## src/verilog/sbacr_pkg.sv

```systemverilog
/*
 * sbacr_pkg: register offsets, field positions, reset values and carrier
 * types for the slot B front-end configuration register group.
 * Assumes an 8-bit register index and 16-bit register data, as seen by the
 * device's internal register port behind its serial control interface.
 */
package sbacr_pkg;

   // register indices
   localparam logic [7:0] OFS_WINDOW_TIMING = 8'h3b;
   localparam logic [7:0] OFS_MODE_GAIN = 8'h44;
   localparam logic [7:0] OFS_PATH_CONN = 8'h45;
   localparam logic [7:0] OFS_INT_ENABLE = 8'h58;

   // reset values of whole registers, reserved bits included
   localparam logic [15:0] RST_WINDOW_TIMING = 16'h22fc;
   localparam logic [15:0] RST_MODE_GAIN = 16'h1c38;
   localparam logic [15:0] RST_PATH_CONN = 16'hada5;
   localparam logic [15:0] RST_INT_ENABLE = 16'h0000;

   // window timing fields
   localparam int WIDTH_LSB = 11;
   localparam int WIDTH_W = 5;
   localparam int COARSE_LSB = 5;
   localparam int COARSE_W = 6;
   localparam int FINE_LSB = 0;
   localparam int FINE_W = 5;
   // fine step, in picoseconds
   localparam int FINE_STEP_PS = 31250;

   // mode and gain fields
   localparam int MODE_LSB = 8;
   localparam int MODE_W = 8;
   localparam int PER_CH_GAIN_BIT = 6;
   localparam int GAIN_LSB = 0;
   localparam int GAIN_W = 2;

   // path mode codes
   localparam logic [7:0] MODE_NORMAL = 8'h1c;
   localparam logic [7:0] MODE_DIG_INT = 8'h1d;

   // path connection codes
   localparam logic [15:0] CONN_FULL_ANALOG_PATH = 16'hada5;
   localparam logic [15:0] CONN_AMP_TO_CONVERTER_PATH = 16'hb065;
   localparam logic [15:0] CONN_DIG_INT_PATH = 16'hae65;

   // integration enable fields
   localparam int B_DIG_INT_BIT = 13;
   localparam int A_DIG_INT_BIT = 12;

   // gain codes: 200k, 100k, 50k, 25k ohm
   typedef enum logic [1:0] {
      GAIN_200K = 2'h0,
      GAIN_100K = 2'h1,
      GAIN_50K = 2'h2,
      GAIN_25K = 2'h3
   } sbacr_gain_e;

   // register write/read request
   typedef struct packed {
      logic wr;
      logic rd;
      logic [7:0] addr;
      logic [15:0] wdata;
   } sbacr_req_s;

   // decoded configuration handed to the slot B front end
   typedef struct packed {
      logic [4:0] b_window_width;
      logic [5:0] b_window_coarse_delay;
      logic [4:0] b_window_fine_delay;
      logic [4:0] b_gap_delay;
      logic [7:0] b_path_mode_select;
      logic [15:0] b_path_connection;
      logic [3:0][1:0] b_channel_gain;
      logic b_single_pair_select;
      logic b_digital_integrate_enable;
      logic a_digital_integrate_enable;
   } sbacr_cfg_s;

   typedef enum logic {
      PATH_VALID,
      PATH_RESERVED
   } sbacr_path_e;

endpackage : sbacr_pkg

```

## src/verilog/sbacr_top.sv

```systemverilog
/*
 * sbacr_top: slot B front-end configuration registers (window timing,
 * path mode, gain codes, path connection, digital integration enables)
 * and their decoding into per-channel settings.
 * Assumes a register port on clk_sys_i already decoded from the serial
 * control interface, and per-channel gains and gap/sample-pair controls
 * held by neighbouring register groups on the same clock.
 */
// Function
// - timing bits 15..11 hold window width in microseconds, reset 4.
// - timing bits 10..5 hold coarse window delay in microseconds, reset 0x17.
// - timing bits 4..0 hold fine delay, 31.25 ns steps, reset 0x1c.
// - per-channel enable set: channel 1 own code, channels 2-4 from external.
// - per-channel enable clear: slot gain code drives all four channels.
// - two-bit gain code 0..3 means 200k, 100k, 50k, 25k ohm; reset 0.
// - integration enable bit 13 turns on slot B digital integration.
// - integration enable bit 12 turns on slot A digital integration.
// - with gap mode enabled the fine delay sets the sample-region gap.
// - sample-mode bit clear means double pair, set means single pair.
`timescale 1ns/1ps
`default_nettype none

module sbacr_top (
   // clock and reset
   input wire logic clk_sys_i,
   input wire logic rstn_i,
   // register port
   input wire sbacr_pkg::sbacr_req_s req_i,
   output logic [15:0] rdata_o,
   output logic rvalid_o,
   // controls held by neighbouring registers
   input wire logic [5:0] b_ext_gain_i,
   input wire logic integrate_gap_enable_i,
   input wire logic b_single_pair_select_i,
   // decoded configuration
   output sbacr_pkg::sbacr_cfg_s cfg_o,
   output logic path_reserved_o
);

   typedef struct packed {
      logic [15:0] timing;
      logic [15:0] mode_gain;
      logic [15:0] path_conn;
      logic [15:0] int_en;
      logic [15:0] rdata;
      logic rvalid;
      sbacr_pkg::sbacr_cfg_s cfg;
      sbacr_pkg::sbacr_path_e path_state;
   } sbacr_state_s;

   sbacr_state_s state_q;
   sbacr_state_s state_d;
   logic [1:0] rst_sync_q;
   logic rstn_sync;

   // reset release is synchronised so every state_q flop leaves reset on one edge
   always_ff @(posedge clk_sys_i or negedge rstn_i) begin
      if (!rstn_i) begin
         rst_sync_q <= 2'h0;
      end else begin
         rst_sync_q <= {rst_sync_q[0], 1'b1};
      end
   end
   assign rstn_sync = rst_sync_q[1];

   function automatic logic [15:0] read_mux(input logic [7:0] addr, input sbacr_state_s s);
      case (addr)
         sbacr_pkg::OFS_WINDOW_TIMING: read_mux = s.timing;
         sbacr_pkg::OFS_MODE_GAIN: read_mux = s.mode_gain;
         sbacr_pkg::OFS_PATH_CONN: read_mux = s.path_conn;
         sbacr_pkg::OFS_INT_ENABLE: read_mux = s.int_en;
         default: read_mux = 16'h0000;
      endcase
   endfunction : read_mux

   function automatic logic path_is_known(input logic [15:0] conn);
      path_is_known = (conn == sbacr_pkg::CONN_FULL_ANALOG_PATH) ||
                      (conn == sbacr_pkg::CONN_AMP_TO_CONVERTER_PATH) ||
                      (conn == sbacr_pkg::CONN_DIG_INT_PATH);
   endfunction : path_is_known

   always_comb begin
      state_d = state_q;
      state_d.rvalid = req_i.rd;
      if (req_i.rd) begin
         state_d.rdata = read_mux(req_i.addr, state_q);
      end
      // every bit is read/write; reserved bits keep what software wrote
      if (req_i.wr) begin
         case (req_i.addr)
            sbacr_pkg::OFS_WINDOW_TIMING: state_d.timing = req_i.wdata;
            sbacr_pkg::OFS_MODE_GAIN: state_d.mode_gain = req_i.wdata;
            sbacr_pkg::OFS_PATH_CONN: state_d.path_conn = req_i.wdata;
            sbacr_pkg::OFS_INT_ENABLE: state_d.int_en = req_i.wdata;
            default: ;
         endcase
      end

      // outputs are decoded from the next register values so they follow a write by one edge
      state_d.cfg.b_window_width =
         state_d.timing[sbacr_pkg::WIDTH_LSB +: sbacr_pkg::WIDTH_W];
      state_d.cfg.b_window_coarse_delay =
         state_d.timing[sbacr_pkg::COARSE_LSB +: sbacr_pkg::COARSE_W];
      state_d.cfg.b_window_fine_delay =
         state_d.timing[sbacr_pkg::FINE_LSB +: sbacr_pkg::FINE_W];
      state_d.cfg.b_gap_delay = integrate_gap_enable_i ?
         state_d.timing[sbacr_pkg::FINE_LSB +: sbacr_pkg::FINE_W] : 5'h00;
      // mode codes are passed through untouched; only 0x1c and 0x1d are meaningful
      state_d.cfg.b_path_mode_select =
         state_d.mode_gain[sbacr_pkg::MODE_LSB +: sbacr_pkg::MODE_W];
      state_d.cfg.b_path_connection = state_d.path_conn;
      state_d.cfg.b_channel_gain[0] =
         state_d.mode_gain[sbacr_pkg::GAIN_LSB +: sbacr_pkg::GAIN_W];
      for (int ch = 1; ch < 4; ch++) begin
         if (state_d.mode_gain[sbacr_pkg::PER_CH_GAIN_BIT]) begin
            state_d.cfg.b_channel_gain[ch] = b_ext_gain_i[2*(ch-1) +: 2];
         end else begin
            state_d.cfg.b_channel_gain[ch] =
               state_d.mode_gain[sbacr_pkg::GAIN_LSB +: sbacr_pkg::GAIN_W];
         end
      end
      state_d.cfg.b_single_pair_select = b_single_pair_select_i;
      state_d.cfg.b_digital_integrate_enable =
         state_d.int_en[sbacr_pkg::B_DIG_INT_BIT];
      state_d.cfg.a_digital_integrate_enable =
         state_d.int_en[sbacr_pkg::A_DIG_INT_BIT];
      // reserved connection codes are flagged, not blocked: the analog side decides
      state_d.path_state = path_is_known(state_d.path_conn) ?
         sbacr_pkg::PATH_VALID : sbacr_pkg::PATH_RESERVED;
   end

   always_ff @(posedge clk_sys_i or negedge rstn_sync) begin
      if (!rstn_sync) begin
         state_q.timing <= sbacr_pkg::RST_WINDOW_TIMING;
         state_q.mode_gain <= sbacr_pkg::RST_MODE_GAIN;
         state_q.path_conn <= sbacr_pkg::RST_PATH_CONN;
         state_q.int_en <= sbacr_pkg::RST_INT_ENABLE;
         state_q.rdata <= 16'h0000;
         state_q.rvalid <= 1'b0;
         state_q.cfg.b_window_width <= 5'h04;
         state_q.cfg.b_window_coarse_delay <= 6'h17;
         state_q.cfg.b_window_fine_delay <= 5'h1c;
         state_q.cfg.b_gap_delay <= 5'h00;
         state_q.cfg.b_path_mode_select <= sbacr_pkg::MODE_NORMAL;
         state_q.cfg.b_path_connection <= sbacr_pkg::RST_PATH_CONN;
         state_q.cfg.b_channel_gain <= 8'h00;
         state_q.cfg.b_single_pair_select <= 1'b0;
         state_q.cfg.b_digital_integrate_enable <= 1'b0;
         state_q.cfg.a_digital_integrate_enable <= 1'b0;
         state_q.path_state <= sbacr_pkg::PATH_VALID;
      end else begin
         state_q <= state_d;
      end
   end

   assign rdata_o = state_q.rdata;
   assign rvalid_o = state_q.rvalid;
   assign cfg_o = state_q.cfg;
   assign path_reserved_o = (state_q.path_state == sbacr_pkg::PATH_RESERVED);

endmodule : sbacr_top

`default_nettype wire
```

## config.mk

```make
export PLATFORM = sky130hd
export DESIGN_NAME = sbacr_top
export DESIGN_NICKNAME = d
export VERILOG_FILES = /design/src/verilog/sbacr_pkg.sv /design/src/verilog/sbacr_top.sv
export SDC_FILE = /design/constraint.sdc
export NUM_CORES = 1
export LEC_CHECK = 0
export BUFFER_PORTS_ARGS = -buffer_cell sky130_fd_sc_hd__buf_2
export CAP_MARGIN = 10
export CORE_MARGIN = 4
export CORE_UTILIZATION = 55
export CTS_BUF_LIST = sky130_fd_sc_hd__clkbuf_4
export CTS_CLUSTER_SIZE = 8
export DETAILED_ROUTE_END_ITERATION = 16
export GPL_TIMING_DRIVEN = 0
export PLACE_DENSITY = 0.81
export SLEW_MARGIN = 20
export SYNTH_ARGS = -nofsm -noshare
export SYNTH_HDL_FRONTEND = slang
export SYNTH_SLANG_ARGS = --single-unit
export TNS_END_PERCENT = 5
```

## constraint.sdc

```tcl
create_clock -name clk_sys_i -period 9.2 [get_ports clk_sys_i]
set_clock_uncertainty 0.1 [all_clocks]
set_input_delay 1.84 -clock clk_sys_i [delete_from_list [all_inputs] [get_ports clk_sys_i]]
set_output_delay 1.84 -clock clk_sys_i [all_outputs]
set_load 0.02 [all_outputs]
```

# After elaboration in Yosys (flattened, before gate mapping)
# Index checks and enable logic that the tools add are counted.
word_totals:
  regBits: 124
op_classes:
  n_eq_ne: 7
  muxes: 11
  n_reduce_logical: 4
op_table:
  columns: ["cell", "count"]
  rows:
  - ["$mux 16", 4]
  - ["$mux 64", 1]
  - ["$pmux 16 s4", 1]
  - ["$eq 16x16->1 const B", 3]
  - ["$eq 8x7->1 const B", 3]
  - ["$eq 8x6->1 const B", 1]
  - ["$mux 2", 3]
  - ["$mux 5", 1]
  - ["$reduce_and 2->1", 2]
  - ["$logic_or 1x1->1", 2]
  - ["$mux 1", 1]

# Longest topological paths before layout
# Gate-level depths: netlist (run 1).
logic_depth:
  word_depth: 7
  mapped_depth: 6
  mapped_depth_nobuf: 4

# Worst setup path after synthesis (run 1)
# Ideal clock, no wire load.
synth_timing:
  kind: "input-to-reg"
  from: "input req_i[16] in the netlist's numbering"
  to: "register state_q[78] in the netlist's numbering"
  setup_ns: 0.125
  t_arrival_ns: 2.986
  setup_slack_ns: 5.990
  cell_stages: 5
  n_path_buf: 2
  cell_sequence: "nor4b_1 buf_2 nand3_2 buf_2 mux2_2"
synth_via:
  elab_chain_cells: 2
synth_rtl:
  columns: ["item", "line_no", "rtl"]
  rows:
  - ["from (decl)", "sbacr_top.sv:28", "input wire sbacr_pkg::sbacr_req_s req_i,"]
  - ["$eq 8x7->1", "sbacr_top.sv:90", "case (req_i.addr)"]
  - ["$reduce_and 2->1 (no line)", null, null]
  - ["to (signal assigned)", "sbacr_top.sv:152", "state_q <= state_d;"]
  - ["to (decl)", "sbacr_top.sv:51", "sbacr_state_s state_q;"]
# No other way between the ends.
# A chain may end at the register's enable or synchronous reset.

# Final worst setup path (run 1)
layout_timing:
  from: "input req_i[19] in the netlist's numbering"
  to: "register state_q (netlist bit rdata_o[10])"
layout_via:
  elab_chain_cells: 2
  elab_cells_between_ends: 5
  cone_classes: "4 x eq/ne; 1 x mux"
layout_rtl:
  columns: ["item", "line_no", "rtl"]
  rows:
  - ["$eq 8x7->1 / $eq 8x6->1 (equally long branches)", "sbacr_top.sv:67", "case (addr)"]
  - ["$pmux 16 s4 (*)", "sbacr_top.sv:67", null]
# Every way passes the cells marked *; elsewhere a longest branch is shown, timed or not.

==> results of run 1 <==
-- where the power goes --
group          switching, mW  internal, mW  total (mW)
logic                 0.0538        0.0454      0.0992
registers             0.0167         0.443       0.460
clock network          0.143        0.0894       0.233
-- stage by stage --
stage | setup WS, ns | total power, mW | area [µm²] | instances | util
global placement | 5.32 | 0.561 | 5490 | 626 | 0.658
finish | 5.86 | 0.792 | 5660 | 643 | 0.678
global route | 5.76 | 0.820 | 5660 | 643 | 0.678
detailed placement | 5.43 | 0.567 | 5520 | 627 | 0.661
CTS | 5.90 | 0.796 | 5660 | 643 | 0.678
floorplan | 5.99 | 0.525 | 4810 | 412 | -
-- per-layer routing --
| layer | global-route usage | vias to the layer above |
|---|---|---|
| met2 | 0.415 | 131 |
| met5 | 0 | - |
| li1 | - | 1664 |
| met3 | 0.0448 | 16 |
| met4 | 0.0767 | 0 |
| met1 | 0.315 | 1813 |
-- synthesized netlist by cell type (all sizes together) --
library cell | number | share of area
buf | 84 | 0.12
dfrtp | 73 | 0.38
nand3 | 64 | 0.071
mux2 | 58 | 0.14
dfstp | 23 | 0.13
and4 | 16 | 0.029
o2bb2ai | 16 | 0.029
clkbuf | 10 | 0.0078
nand2 | 10 | 0.0078
o21ai | 8 | 0.0083
o21a | 6 | 0.0094
and2 | 5 | 0.0065
and3 | 4 | 0.0052
inv | 4 | 0.0031
nor4b | 4 | 0.010
and4b | 3 | 0.0062
nand4b | 3 | 0.0055
a41o | 2 | 0.0042
nor2 | 2 | 0.0016
nor4bb | 2 | 0.0042
o32a | 2 | 0.0042
a2bb2oi | 1 | 0.0018
a31o | 1 | 0.0018
a31oi | 1 | 0.0013
a41oi | 1 | 0.0018
and4bb | 1 | 0.0026
clkinv | 1 | 0.00078
conb | 1 | 0.00078
mux2i | 1 | 0.0029
nand2b | 1 | 0.0013
nand3b | 1 | 0.0016
nor3 | 1 | 0.0010
nor4 | 1 | 0.0013
or4 | 1 | 0.0016
-- cells by family after synthesis --
kind of cell    count (synthesis)
other cells                     1
flops                          96
compound gates                 38
simple gates                  119
mux                            59
buf+inv                        99
-- cells in the final DEF, fill, tap and decap left out, drive strengths merged, types with 2 or more instances in the layout --
| cell | Yosys | layout |
|---|---|---|
| a41o | 2 | 2 |
| and2 | 5 | 5 |
| and3 | 4 | 4 |
| and4 | 16 | 16 |
| and4b | 3 | 3 |
| buf | 84 | 194 |
| clkbuf | 10 | 21 |
| clkinv | 1 | 4 |
| dfrtp | 73 | 73 |
| dfstp | 23 | 23 |
| inv | 4 | 5 |
| mux2 | 58 | 58 |
| nand2 | 10 | 10 |
| nand3 | 64 | 64 |
| nand4b | 3 | 3 |
| nor2 | 2 | 2 |
| nor4b | 4 | 4 |
| nor4bb | 2 | 2 |
| o21a | 6 | 6 |
| o21ai | 8 | 8 |
| o2bb2ai | 16 | 16 |
| o32a | 2 | 2 |
-- how the worst max path moves through the flow --
stage,start,to,slack (ns)
after floorplan,req_i[16],state_q[78],5.99
after global placement,rst_sync_q[1],rdata_o[12],5.32
after detailed placement,req_i[19],rdata_o[10],5.43
after CTS,req_i[19],rdata_o[10],5.90
after global routing,req_i[19],rdata_o[4],5.76
final,req_i[19],rdata_o[10],5.86
-- state kept, by name (all words and copies together), names as in the netlist --
register         flops
cfg_o               50
rdata_o             16
state_q             26
rst_sync_q           2
rvalid_o             1
path_reserved_o      1
-- cell type report --
cell class / count / area (µm²)
Multi-Input combinational cell: 217 / 1720
Buffer: 94 / 634
Clock buffer: 11 / 82.6
Clock inverter: 5 / 56.3
Tap cell: 105 / 131
Inverter: 5 / 18.8
Sequential cell: 96 / 2430
Fill cell: 653 / 2690
Timing Repair Buffer: 110 / 573
-- critical path, stage by stage --
cell	delay [ns]
buf_2	0.13
nor4b_4	0.61
clkbuf_1	0.53
nand3_1	0.13
and4_1	0.24
o2bb2ai_1	0.14
==> run summary, run 1 <==
CORE AREA = 8340 µm²
Met1 WL = 5200 µm
Synth warn = 0
Post-synthesis adder-cell area fraction = 0
Hold Vio Cnt, Final = 0
Area Overhead vs Synth = 17.6%
Total of max-cap violations = 0
RePlAce Congestion = 0.925
Largest net degree at the start of global routing = 53
Reg2Reg Setup Slack = 7.59 ns
Die Span X = 102 µm
Die Y = 102 µm
CP Class = in -> reg
Starting Density = 0.577
FF+latch count, synth = 96
Post-CTS Setup Repair Bufs = 0
Fin crit share = 0.363
Crit path DAT = 3.63 ns
Port Buffers = 109
CTS root buf = clkbuf_4
# DRC = 0
Synth Area in XOR/XNOR = 0
Routed Antenna Nets = 0
WL final = 12,300 µm
Leak = 2.86 nW
Mapped Avg Cell Area = 11.7 µm²
Placement Rows = 33
Synth Net Count = 448
VDD IR max = 77.7 µV
DRT iter0 DRCs = 217
N_diodes = 0
CTS clock-pin slew for the worst setup and hold paths = 0.15 ns
Synth Area in Compound Gates = 0.0619
Mux cell area share after synthesis = 0.139
Fmax = 300 MHz
RSZ-0062 raised after global routing = no
CTS resizes = 0
Wire length on met3 = 852 µm
Worst path required time = 9.49 ns
Worst hold path class = reg -> async
Vias/cell = 5.64
CTS buffer count = 9
Post-Syn Area = 4810 µm²
Die area = 10,300 µm²
Post-synthesis cell count = 412
Pins Over Slew Limit = 0
Largest family of logic cells by synthesized area = simple AND/OR/NAND/NOR gates
Max clock buf depth = 2
CP startpoint kind = primary input
Status = completed
Vias in the first global route = 3,683
R2R Path Start = cfg_o[24]
Post-route minimum period = 3.34 ns
H-tree Lvls = 3
Sequential share of the synthesized area = 0.506
First-pass GRT wire length = 19,200 µm
Initial antenna violation count = 0
Clock sinks = 96
Synth Area in Simple Gates = 0.157
Unique masters post-synth = 39
Total number of vias = 3,624
Share of layout cells above drive strength 1 = 0.548
Final number of setup-violating endpoints = 0
Global route total overflow = 0
Boundary Pins = 110
Fin Hold WS = 0.253 ns
Per-cell routed wire length = 19.1 µm
Setup crit end kind = flip-flop
First-pass iteration count of the detailed router = 4
Slew HR = 0.541
PwrDens = 140 nW/µm²
Routed met2 length = 6030 µm
CTS tree = built
Dpl hpwl = 8840 µm
Final net count = 569
Worst r2r dst = path_reserved_o
GRT Overall Usage = 0.243
Crit path max fanout = 10
Clk Latency, worst-skew pair = 0.47 ns
Hold Buf Count CTS = 0
Setup total negative slack = 0 ns
Highest routed layer = met4
Worst reg-to-reg path cell count = 4
Worst Max-Slew Pin Slew = 0.688 ns
Power figures use the tool's default switching activity.
==> inputs of run 2 (changes only) <==
==> constraint.sdc (replaced) <==
create_clock -name clk_sys_i -period 3.2 [get_ports clk_sys_i]
set_clock_uncertainty 0.1 [all_clocks]
set_input_delay 0.64 -clock clk_sys_i [delete_from_list [all_inputs] [get_ports clk_sys_i]]
set_output_delay 0.64 -clock clk_sys_i [all_outputs]
set_load 0.02 [all_outputs]
==> run 2 against run 1 <==
Compared with the run above: clock-buffer cell count did not move; first-iteration DRC count rose by 16%; non-clock buffer count rose by 1; design area rose by 0.18%; register-to-register slack got worse by 6.0 ns; critical path depth rose by 1; hold slack got worse by 0.091 ns; clock power rose to 2.9 times the previous value; global-route usage barely moved.
==> run summary, run 2 (synthesized netlist as in run 1, its figures left out) <==
N_diodes = 0
CP startpoint kind = primary input
Starting Density = 0.577
Total of max-cap violations = 0
First-pass GRT wire length = 19,300 µm
Final number of setup-violating endpoints = 0
First-pass iteration count of the detailed router = 5
Per-cell routed wire length = 19.0 µm
Routed Antenna Nets = 0
Dpl hpwl = 8840 µm
PwrDens = 403 nW/µm²
Core Util, Final = 0.679
Leak = 2.87 nW
Worst hold path class = in -> reg
Largest register FFs = 50
Fmax = 470 MHz
RePlAce Congestion = 0.925
Setup total negative slack = 0 ns
Fin crit share = 0.665
Fillers = 652
CTS tree = built
Crit path DAT = 2.40 ns
Global route total overflow = 0
Post-route cell area = 5670 µm²
VDD IR max = 225 µV
Commonest cells after routing, fill and taps aside = buf_2 (118), buf_4 (72), dfrtp_1 (72)
CORE AREA = 8340 µm²
Port Buffers = 109
Total number of vias = 3,615
Most common cell after layout, fill and taps aside = buf_2
Vias in the first global route = 3,693
Clk Latency, worst-skew pair = 0.47 ns
Crit path max fanout = 10
Final net count = 570
CTS clock-pin slew for the worst setup and hold paths = 0.17 ns
Slew HR = 0.574
# DRC = 0
Largest net degree at the start of global routing = 53
Area Overhead vs Synth = 17.8%
Setup crit end kind = flip-flop
DRT iter0 DRCs = 251
Worst Max-Slew Pin Slew = 0.637 ns
Placement Rows = 33
RSZ-0062 raised after global routing = no
Hold Vio Cnt, Final = 0
GRT Overall Usage = 0.244
WL final = 12,300 µm
Worst slack, placed = 0.627 ns
Max clock buf depth = 2
Boundary Pins = 110
Initial antenna violation count = 0
Status = completed
Post-route minimum period = 2.13 ns
Pins Over Slew Limit = 0
Post-DP Area = 5520 µm²
H-tree Lvls = 3
Die area = 10,300 µm²
Vias/cell = 5.61
Die Span X = 102 µm
Die Y = 102 µm
Share of layout cells above drive strength 1 = 0.547
CTS root buf = clkbuf_4
CTS buffer count = 9
Worst path required time = 3.47 ns
Worst Slack Setup Final = 1.07 ns
CP Class = in -> reg
Clock sinks = 96
==> run 2: through the flow <==
stage          hold slack [ns]  power, mW  instances
5_1_grt                  0.147       2.36        644
4_1_cts                  0.162       2.29        644
2_1_floorplan            0.231       1.51        412
3_3_place_gp             0.236       1.61        626
6_report                 0.162       2.28        644
3_5_place_dp             0.257       1.63        627
==> run 2: worst max-delay path, cell delays in order <==
cell	delay [ns]
buf_2	0.11
nor4bb_1	0.26
clkbuf_1	0.41
clkbuf_1	0.48
nand3_1	0.14
and4_1	0.21
o2bb2ai_1	0.13
==> run 2: layout make-up <==
type / instances / area (µm²) / share of cell area
Clock buffer: 11 / 82.6 / 0.0146
Sequential cell: 96 / 2430 / 0.430
Timing Repair Buffer: 111 / 583 / 0.103
Clock inverter: 5 / 56.3 / 0.00994
Multi-Input combinational cell: 217 / 1720 / 0.304
Inverter: 5 / 18.8 / 0.00331
Buffer: 94 / 634 / 0.112
Tap cell: 105 / 131 / 0.0232
==> run 2: what timing repair did <==
action	CTS	global route
buffers inserted	0	0
hold endpoints to repair	2	0
hold buffers	1	0
gates resized for setup	0	0
==> run 2: routing by layer <==
layer	track usage	up-vias	wire [µm]
li1	-	1661	-
met1	0.316	1807	5220
met2	0.416	130	6110
met3	0.0448	17	732
met4	0.0767	0	196
met5	0	-	0
==> run 2: where the power goes <==
group | leakage (nW) | switching [mW] | internal, mW
clock network | 0.0789 | 0.416 | 0.257
logic | 1.56 | 0.154 | 0.131
registers | 1.23 | 0.0480 | 1.27
==> run 2: final timing paths <==
kind,startpoint,to,slack (ns),cells past startpoint
worst max register to register,cfg_o[24],path_reserved_o,1.59,4
worst min register to register,rst_sync_q[1],cfg_o[14],0.25,0
min in group asynchronous,rst_sync_q[1],cfg_o[14],0.25,0
worst max-delay path,req_i[17],rdata_o[5],1.07,7
worst min-delay path,b_single_pair_select_i,cfg_o[2],0.16,1
max in group asynchronous,rst_sync_q[1],cfg_o[46],2.03,1
